$ cat config.mk
export PLATFORM = sky130hd
export DESIGN_NAME = dpc_config_regs
export DESIGN_NICKNAME = d
export VERILOG_FILES = /design/src/logic/dpc_pkg.sv /design/src/logic/dpc_clk_div.sv /design/src/logic/dpc_config_regs.sv
export VERILOG_INCLUDE_DIRS = /design/src /design/src/logic
export SDC_FILE = /design/constraint.sdc
export NUM_CORES = 1
export LEC_CHECK = 0
export ABC_AREA = 1
export BUFFER_PORTS_ARGS = -buffer_cell sky130_fd_sc_hd__buf_2
export CORE_ASPECT_RATIO = 1.1
export CORE_MARGIN = 2
export CORE_UTILIZATION = 40
export DETAILED_ROUTE_END_ITERATION = 8
export SYNTH_ARGS = -nofsm -noshare
export SYNTH_HDL_FRONTEND = slang
export SYNTH_SLANG_ARGS = --single-unit
export TNS_END_PERCENT = 30
$ cat constraint.sdc
create_clock -name clock -period 2.75 [get_ports clock]
set_clock_uncertainty 0.05 [all_clocks]
set_input_delay 0.4125 -clock clock [delete_from_list [all_inputs] [get_ports clock]]
set_output_delay 0.4125 -clock clock [all_outputs]
set_load 0.02 [all_outputs]
$ cat src/logic/dpc_map.svh
`ifndef DPC_MAP_SVH
`define DPC_MAP_SVH
`define DPC_ADDR_CFG1 8'h10
`define DPC_ADDR_FRAME 8'h11
`define DPC_CFG1_RST 8'h00
`define DPC_FRAME_RST 8'h00
`define DPC_BIT_AA 3
`define DPC_BIT_SRC 2
`define DPC_BIT_GAIN 1
`define DPC_BIT_BCLK 0
`define DPC_BIT_SEED 7
`define DPC_FMT_HI 5
`define DPC_FMT_LO 4
`define DPC_DIV_HI 3
`define DPC_DIV_LO 0
`define DPC_D16_BITS 5'h10
`define DPC_D24_BITS 5'h18
`define DPC_CRC_BITS 5'h06
`define DPC_CRC_SEED 6'h3F
`define DPC_CRC_POLY 6'h03
`endif

$ cat src/logic/dpc_pkg.sv
package dpc_pkg;
  typedef enum logic [1:0] {
    FMT_D16 = 2'b00,
    FMT_D16_CRC = 2'b01,
    FMT_D24 = 2'b10,
    FMT_D24_CRC = 2'b11
  } dpc_fmt_e;
  typedef enum logic {
    ST_IDLE = 1'b0,
    ST_SHIFT = 1'b1
  } dpc_state_e;
  typedef enum logic {
    ALIAS_MODE_FIRST = 1'b0,
    ALIAS_MODE_SECOND = 1'b1
  } dpc_alias_e;
  typedef struct packed {
    dpc_alias_e antialiasModeSel;
    logic serialOutPinSource;
    logic refGainCorrOn;
    logic bufferedClockOutOn;
  } dpc_dev_s;
  typedef struct packed {
    logic crcSeedMethod;
    dpc_fmt_e frameFmt;
    logic [3:0] dataClockDivSel;
  } dpc_frame_s;
endpackage
$ cat src/logic/dpc_clk_div.sv
`timescale 1ns/10ps
`include "dpc_map.svh"
module dpc_clk_div import dpc_pkg::*; #(
  parameter int SEL_W = 4
) (
  // Clock and reset
  input wire logic clock,
  input wire logic rst_b,
  input wire logic ce,
  // Control
  input wire logic run,
  input wire logic [SEL_W-1:0] divSel,
  // Outputs
  output logic dataClockOut,
  output logic fallTick
);
  localparam int CNT_W = (1 << SEL_W);
  logic [CNT_W-1:0] cnt_q, cnt_d;
  logic data_clock_out_q, data_clock_out_d;
  logic [CNT_W-1:0] halfLast;
  logic hit;

  always_comb begin
    halfLast = (CNT_W'(1) << divSel) - CNT_W'(1);
    hit = run && (cnt_q == halfLast);
    cnt_d = cnt_q;
    data_clock_out_d = data_clock_out_q;
    if (!run) begin
      cnt_d = '0;
      data_clock_out_d = 1'b0;
    end else if (hit) begin
      // Each code step doubles the half period [RULE9]
      cnt_d = '0;
      data_clock_out_d = !data_clock_out_q;
    end else begin
      cnt_d = cnt_q + CNT_W'(1);
    end
  end

  always_ff @(posedge clock or negedge rst_b) begin
    if (!rst_b) begin
      cnt_q <= '0;
      data_clock_out_q <= 1'b0;
    end else if (ce) begin
      cnt_q <= cnt_d;
      data_clock_out_q <= data_clock_out_d;
    end
  end

  assign dataClockOut = data_clock_out_q;
  assign fallTick = hit && data_clock_out_q;

  AST_DIV_ONE_HALF: assert property (@(posedge clock) disable iff (!rst_b || !ce) // [RULE9]
    (run && divSel == 4'h1 && $rose(data_clock_out_q)) |-> (run && divSel == 4'h1) [*1] ##0
      data_clock_out_q [*2] ##1 (!data_clock_out_q || !run))
    else $error("Divider code 1 half period is not two cycles");
endmodule

$ cat src/logic/dpc_config_regs.sv
`timescale 1ns/10ps
`include "dpc_map.svh"
// Functional notes
// RULE1 - Device setup bit 3 picks the first or second antialias mode.
// RULE2 - Bit 2 routes serial register data or data lane zero to the shared pin.
// RULE3 - Bit 1 turns reference gain correction on when set.
// RULE4 - Bit 0 lets the buffered clock out run; cleared it stays low.
// RULE5 - Upper four bits of device setup always read back zero.
// RULE6 - Seed method 0 reloads the CRC seed at each frame end.
// RULE7 - Seed method 1 keeps the previous frame CRC as the next seed.
// RULE8 - Frame code picks 16 or 24 data bits, optionally followed by 6 CRC bits.
// RULE9 - Divider code 0 is fastest; each increment halves the data clock.
// RULE10 - Device setup sits at 0x10 and both registers reset to zero.
// RULE11 - Frame, seed and divider changes apply only at the next frame start.
module dpc_config_regs import dpc_pkg::*; #(
  parameter int SAMPLE_W = 24,
  parameter logic [5:0] CRC_SEED = `DPC_CRC_SEED,
  parameter logic [5:0] CRC_POLY = `DPC_CRC_POLY
) (
  // Clock and reset
  input wire logic clock,
  input wire logic rst_b,
  input wire logic ce,
  // Register port from the serial core
  input wire logic [7:0] regAddr,
  input wire logic regWrEn,
  input wire logic [7:0] regWrData,
  input wire logic regRdEn,
  output logic [7:0] regRdData,
  // Conversion samples
  input wire logic [SAMPLE_W-1:0] sampleData,
  input wire logic sampleValid,
  output logic sampleReady,
  // Serial core data out
  input wire logic spiSerialOut,
  // Pins and mode levels
  output logic sharedSerialOutPin,
  output logic conversionDataLaneZero,
  output logic dataClockOut,
  output logic frameActive,
  output logic bufferedClockOut,
  output dpc_alias_e antialiasModeSel,
  output logic refGainCorrOn
);
  dpc_dev_s dev_q, dev_d;
  dpc_frame_s frm_q, frm_d;
  dpc_frame_s act_q, act_d;
  dpc_state_e st_q, st_d;
  logic [SAMPLE_W-1:0] shift_q, shift_d;
  logic [5:0] crc_q, crc_d;
  logic [4:0] bitCnt_q, bitCnt_d;
  logic lane_q, lane_d;
  logic pin_q, pin_d;
  logic bclk_q, bclk_d;
  logic [7:0] rd_q, rd_d;
  logic fallTick;
  logic [4:0] dataBits, totalBits;
  logic [5:0] crcNext;
  logic frameDone;

  function automatic logic [5:0] crcStep(input logic [5:0] c, input logic b);
    logic fb;
    fb = c[5] ^ b;
    crcStep = {c[4:0], 1'b0} ^ (fb ? CRC_POLY : 6'h00);
  endfunction

  // Register file
  always_comb begin
    dev_d = dev_q;
    frm_d = frm_q;
    rd_d = rd_q;
    if (regWrEn && regAddr == `DPC_ADDR_CFG1) begin
      // Reserved upper bits are not stored [RULE5]
      dev_d.antialiasModeSel = dpc_alias_e'(regWrData[`DPC_BIT_AA]); // [RULE1]
      dev_d.serialOutPinSource = regWrData[`DPC_BIT_SRC]; // [RULE2]
      dev_d.refGainCorrOn = regWrData[`DPC_BIT_GAIN]; // [RULE3]
      dev_d.bufferedClockOutOn = regWrData[`DPC_BIT_BCLK]; // [RULE4]
    end
    if (regWrEn && regAddr == `DPC_ADDR_FRAME) begin
      frm_d.crcSeedMethod = regWrData[`DPC_BIT_SEED];
      frm_d.frameFmt = dpc_fmt_e'(regWrData[`DPC_FMT_HI:`DPC_FMT_LO]); // [RULE8]
      frm_d.dataClockDivSel = regWrData[`DPC_DIV_HI:`DPC_DIV_LO]; // [RULE9]
    end
    if (regRdEn) begin
      case (regAddr)
        `DPC_ADDR_CFG1: rd_d = {4'h0, dev_q}; // [RULE5]
        `DPC_ADDR_FRAME: rd_d = {frm_q.crcSeedMethod, 1'b0, frm_q.frameFmt,
                                 frm_q.dataClockDivSel};
        default: rd_d = 8'h00;
      endcase
    end
  end

  always_ff @(posedge clock or negedge rst_b) begin
    if (!rst_b) begin
      dev_q <= dpc_dev_s'(4'(`DPC_CFG1_RST)); // [RULE10]
      frm_q <= dpc_frame_s'(7'(`DPC_FRAME_RST)); // [RULE10]
      rd_q <= 8'h00;
    end else if (ce) begin
      dev_q <= dev_d;
      frm_q <= frm_d;
      rd_q <= rd_d;
    end
  end

  dpc_clk_div #(
    .SEL_W(4)
  ) u_div (
    .clock(clock),
    .rst_b(rst_b),
    .ce(ce),
    .run(st_q == ST_SHIFT),
    .divSel(act_q.dataClockDivSel),
    .dataClockOut(dataClockOut),
    .fallTick(fallTick)
  );

  // Frame engine; bits change on the falling data clock so the host samples on the rise
  always_comb begin
    dataBits = act_q.frameFmt[1] ? `DPC_D24_BITS : `DPC_D16_BITS; // [RULE8]
    totalBits = dataBits + (act_q.frameFmt[0] ? `DPC_CRC_BITS : 5'h00); // [RULE8]
    crcNext = crcStep(crc_q, shift_q[SAMPLE_W-1]);
    frameDone = (st_q == ST_SHIFT) && fallTick && (bitCnt_q == totalBits - 5'h01);
    st_d = st_q;
    act_d = act_q;
    shift_d = shift_q;
    crc_d = crc_q;
    bitCnt_d = bitCnt_q;
    case (st_q)
      ST_IDLE: begin
        if (sampleValid) begin
          // Shadow copy keeps a running frame intact [RULE11]
          act_d = frm_q;
          st_d = ST_SHIFT;
          bitCnt_d = 5'h00;
          shift_d = frm_q.frameFmt[1] ? sampleData : {sampleData[SAMPLE_W-1:8], 8'h00};
        end
      end
      ST_SHIFT: begin
        if (fallTick) begin
          if (bitCnt_q < dataBits) begin
            crc_d = crcNext;
          end
          if (bitCnt_q == dataBits - 5'h01) begin
            shift_d = {crcNext, {(SAMPLE_W-6){1'b0}}};
          end else begin
            shift_d = {shift_q[SAMPLE_W-2:0], 1'b0};
          end
          bitCnt_d = bitCnt_q + 5'h01;
          if (frameDone) begin
            st_d = ST_IDLE;
            if (!act_q.crcSeedMethod) begin
              crc_d = CRC_SEED; // [RULE6]
            end
            // Otherwise the frame result carries into the next frame [RULE7]
          end
        end
      end
      default: st_d = ST_IDLE;
    endcase
    lane_d = (st_d == ST_SHIFT) ? shift_d[SAMPLE_W-1] : 1'b0;
    // Registered mux adds one cycle to either source on the shared pin
    pin_d = dev_q.serialOutPinSource ? lane_q : spiSerialOut; // [RULE2]
    bclk_d = dev_q.bufferedClockOutOn ? !bclk_q : 1'b0; // [RULE4]
  end

  always_ff @(posedge clock or negedge rst_b) begin
    if (!rst_b) begin
      st_q <= ST_IDLE;
      act_q <= dpc_frame_s'(7'(`DPC_FRAME_RST));
      shift_q <= '0;
      crc_q <= CRC_SEED;
      bitCnt_q <= 5'h00;
      lane_q <= 1'b0;
      pin_q <= 1'b0;
      bclk_q <= 1'b0;
    end else if (ce) begin
      st_q <= st_d;
      act_q <= act_d;
      shift_q <= shift_d;
      crc_q <= crc_d;
      bitCnt_q <= bitCnt_d;
      lane_q <= lane_d;
      pin_q <= pin_d;
      bclk_q <= bclk_d;
    end
  end

  assign regRdData = rd_q;
  assign sampleReady = (st_q == ST_IDLE);
  assign sharedSerialOutPin = pin_q;
  assign conversionDataLaneZero = lane_q;
  assign frameActive = (st_q == ST_SHIFT);
  assign bufferedClockOut = bclk_q;
  assign antialiasModeSel = dev_q.antialiasModeSel;
  assign refGainCorrOn = dev_q.refGainCorrOn;

  AST_RSVD_ZERO: assert property (@(posedge clock) disable iff (!rst_b || !ce) // [RULE5]
    (regRdEn && regAddr == `DPC_ADDR_CFG1) |=> (regRdData[7:4] == 4'h0))
    else $error("Reserved device setup bits read nonzero");
  AST_AA_WRITE: assert property (@(posedge clock) disable iff (!rst_b || !ce) // [RULE1]
    (regWrEn && regAddr == `DPC_ADDR_CFG1) |=>
      (antialiasModeSel == dpc_alias_e'($past(regWrData[3]))))
    else $error("Antialias mode does not follow write");
  AST_PIN_SOURCE: assert property (@(posedge clock) disable iff (!rst_b || !ce) // [RULE2]
    ##1 (sharedSerialOutPin == ($past(dev_q.serialOutPinSource) ?
      $past(conversionDataLaneZero) : $past(spiSerialOut))))
    else $error("Shared pin source wrong");
  AST_GAIN_WRITE: assert property (@(posedge clock) disable iff (!rst_b || !ce) // [RULE3]
    (regWrEn && regAddr == `DPC_ADDR_CFG1) ##1 !(regWrEn && regAddr == `DPC_ADDR_CFG1)
      |-> (refGainCorrOn == $past(regWrData[1])))
    else $error("Gain correction enable does not hold written value");
  AST_BCLK_OFF: assert property (@(posedge clock) disable iff (!rst_b || !ce) // [RULE4]
    !dev_q.bufferedClockOutOn |=> !bufferedClockOut)
    else $error("Buffered clock runs while disabled");
  AST_SEED_RELOAD: assert property (@(posedge clock) disable iff (!rst_b || !ce) // [RULE6]
    (frameDone && !act_q.crcSeedMethod) |=> (crc_q == CRC_SEED))
    else $error("CRC not reseeded at frame end");
  AST_SEED_KEEP: assert property (@(posedge clock) disable iff (!rst_b || !ce) // [RULE7]
    (frameDone && act_q.crcSeedMethod && act_q.frameFmt[0]) |=> $stable(crc_q))
    else $error("CRC reinitialised between frames");
  AST_FRAME_LEN16: assert property (@(posedge clock) disable iff (!rst_b || !ce) // [RULE8]
    ($rose(frameActive) && act_q.frameFmt == FMT_D16 && act_q.dataClockDivSel == 4'h0)
      |-> ##31 frameActive ##1 !frameActive)
    else $error("16-bit frame at fastest clock is not 32 cycles");
  AST_CFG_HOLD: assert property (@(posedge clock) disable iff (!rst_b || !ce) // [RULE11]
    (frameActive && $past(frameActive)) |-> $stable(act_q))
    else $error("Frame settings changed mid frame");
  AST_RESET_ZERO: assert property (@(posedge clock) disable iff (!rst_b || !ce) // [RULE10]
    $rose(rst_b) |-> (dev_q == 4'h0 && frm_q == 7'h00))
    else $error("Registers not zero after reset");
endmodule

==> results by group <==
GRT
  • Initial antenna violation count: 0
  • Total track usage: approximately a fifth
  • Pin count of the biggest net entering global routing: between 40 and 50
  • First-pass GRT wire length: a little under 20000 um
  • GRT overflow: 0
  • Vias in the first global route: 4194

Logic synthesis
  • Synthesized cell area: 4650 sq um
  • Mean Syn Cell Area: 6.96 sq um
  • Warnings, synthesis: 0
  • Yosys cell types: 33
  • Synth Net Count: 720
  • Register bit count reported by yosys: 81
  • Sequential area share after synthesis: 43.8%
  • Cells after Synth: 668

CTS
  • Clk_lat worst skew: 330 ps
  • CTS clk-pin slew, worst paths: 60 ps
  • H-tree Lvls: 3
  • Clock Tree Buf Depth: 2
  • CTS tree: yes
  • CTS Buf Count: 9
  • Clock sinks: 81
  • Clock root buffer: clkbuf_16
  • Hold Buf Count CTS: 0

Placed design
  • Port Buffers: 60
  • DP Area: approximately 5200 sq um
  • GPL Wtd Cong: around 0.9
  • Post-DP HPWL: between 8000 and 9000 um

Worst setup path
  • CP startpoint: act_q[1]$_DFFE_PN0P_
  • Worst Setup End Kind: register
  • Buffers & Inverters on Critical Path: 0
  • Cell chain of the critical path: nor2_4 > nand2_1 > ha_1 > nand2_1 > nand2_1 > nor2_1 > nand2_1 > nor2_1 > nand2_1 > nor2_1 > nand2_1 > nor2_1 > nand4_1 > a21boi_0
  • CP max-delay cell: dfrtp_2
  • CP most frequent cell: nand2_1
  • Critical path class: register to register
  • Crit path DAT: ~2700 ps
  • Crit-path max cell delay: 450 ps
  • Critical Path RT: 2950 ps
  • Cell family with most CP delay: simple AND/OR/NAND/NOR gates
  • Critical-path maximum fanout: 6
  • Type of origin of the critical path: register
  • Reg2reg setup slack: 220 ps
  • Worst flop-to-flop path startpoint: act_q[1]$_DFFE_PN0P_

Power
  • PwrDens: 702 nW/um^2
  • P_leak: 2.88 nW
  • Peak VDD IR: 0.000442 V
  • Tot Pwr: around 3.9 mW

STA
  • Hold Vio Cnt, Final: 0
  • Hold slack: 31.7 ps
  • Final worst path period share: 91.9%
  • RSZ-0062 raised after global routing: yes
  • Fmax: 396 MHz
  • Final min period: 2530 ps
  • Final setup fails: 0
  • Slew Limit Fails: 0
  • Max transition margin: between 20% and 30%
  • Tightest Pin Transition: 1060 ps

Drt
  • DRT iter0 DRCs: 249
  • DR DRC count: 0
  • Final WL: 11400 um
  • Via density: between 4 and 5
  • Vias post-DR: 4374
  • TritonRoute pass-1 iters: 4
  • Avg WL per Cell: 12.8 um
  • Post-route ant nets: 0

Finish
  • Nets: 787
  • Share of layout cells above drive strength 1: 15.5%
  • Post-route cell area: 5520 sq um
  • Fill count: 1171
  • Area Growth Syn to Fin: 18.8%
  • Ant. Diodes: 0

Floorplanning
  • Die Height: 117 um
  • I/O pins: 63
  • Standard-cell row count: 41
  • Initial Util: about two fifths
  • Die Wd: 107 um
  • Die area: 12500 sq um
  • Core Region: 11400 sq um

Run
  • Max Cap Viol: 0

Min path
  • Hold WC Path Type: primary input to asynchronous set/reset pin

Status
  • Status: complete, no violations
final timing paths:
path                                           endpoint  depth (start not counted)
max                                crc_q[0]$_DFFE_PN1P_                         14
min                                act_q[3]$_DFFE_PN0P_                          1
max reg2reg                        crc_q[0]$_DFFE_PN1P_                         14
min reg2reg                bufferedClockOut$_DFFE_PN0P_                          1
max in group asynchronous          crc_q[4]$_DFFE_PN1P_                          2
min in group clock               shift_q[0]$_DFFE_PN0P_                          3
area by class of cell:
cell class / instances / area, sq um / share of cell area [%]
flip-flops and latches: 81 / 2040 / 36.9
inverters: 67 / 254 / 4.60
multi-input cells: 498 / 2270 / 41.1
clock buffers: 11 / 243 / 4.40
well taps: 150 / 188 / 3.40
clock inverters: 5 / 55.1 / 0.997
repair buffers: 78 / 474 / 8.59
flip-flops by register name, indices dropped and copies added (netlist names):
register / flops
shift_q: 24
u_div.dataClockOut: 1
antialiasModeSel: 1
frameActive: 1
bitCnt_q: 5
regRdData: 7
conversionDataLaneZero: 1
bufferedClockOut: 1
sharedSerialOutPin: 1
refGainCorrOn: 1
u_div.cnt_q: 16
dev_q: 2
frm_q: 7
crc_q: 6
act_q: 7
layout by cell type (no fill, tap or decap), types with 12 or more instances in the layout:
master	n
a21oi_1	30
buf_2	59
buf_4	15
dfrtp_1	74
inv_1	63
nand2_1	260
nand3_1	37
nor2_1	63
o21ai_0	33
o21ai_1	14
xor2_1	12
metrics by stage:
step                instances  utilization [%]  setup WS (ps)  TNS (ps)
floorplan                 668                -            368         0
global placement          873             45.6            124         0
detailed placement        873             45.6            120         0
CTS                       889             48.2           91.2         0
global route              890             48.5          -10.3     -22.8
finish                    890             48.5            223         0
cells by family after synthesis:
logic type / count (synthesis) / share of synthesized area, %
simple gates: 385 / 33.5
buf+inv: 89 / 7.62
compound gates: 90 / 10.4
mux: 3 / 0.646
fa+ha+maj: 5 / 1.35
xor+xnor: 14 / 2.64
other cells: 1 / 0.0807
flops: 81 / 43.8
routing by layer:
metal	GRT usage (%)	routed length, um
met5	0	0
met4	6.41	218
met3	3.54	400
met2	34.4	5700
met1	24.4	5080
power by group:
group          internal, mW  switching (mW)  total [mW]
combinational         0.429           0.725        1.15
clock                 0.725           0.468        1.19
sequential             1.36           0.164        1.53
total                  2.52            1.36        3.87
Yosys cell counts:
master	number	area share [%]
inv_1	63	5.1
conb_1	1	0.081
nand3_1	38	4.1
buf_4	2	0.32
nor2_1	64	5.2
nand2_2	1	0.13
ha_1	5	1.3
nand4_2	1	0.27
a21oi_1	30	3.2
inv_2	4	0.32
o211ai_1	1	0.16
nor2_2	3	0.40
dfstp_2	6	3.4
a21oi_2	1	0.19
xnor2_1	2	0.38
a21boi_1	4	0.65
nand4_1	5	0.67
o31ai_1	3	0.48
nor3b_1	2	0.32
xor2_1	12	2.3
a21boi_0	2	0.32
o21ai_0	34	3.7
nor2_4	1	0.24
or2_2	2	0.27
nor3_1	5	0.54
o22ai_1	2	0.27
nand2_1	260	21
buf_2	10	1.1
mux2i_1	3	0.65
nor4_1	3	0.40
o21ai_1	13	1.4
dfrtp_1	75	40
clkbuf_1	10	0.81
what timing repair did:
| action | in CTS | in global routing |
|---|---|---|
| buffers inserted | 0 | 1 |
| setup endpoints to repair | 0 | 49 |
| gates resized for setup | 0 | 10 |
(Power assumes the default switching activity.)
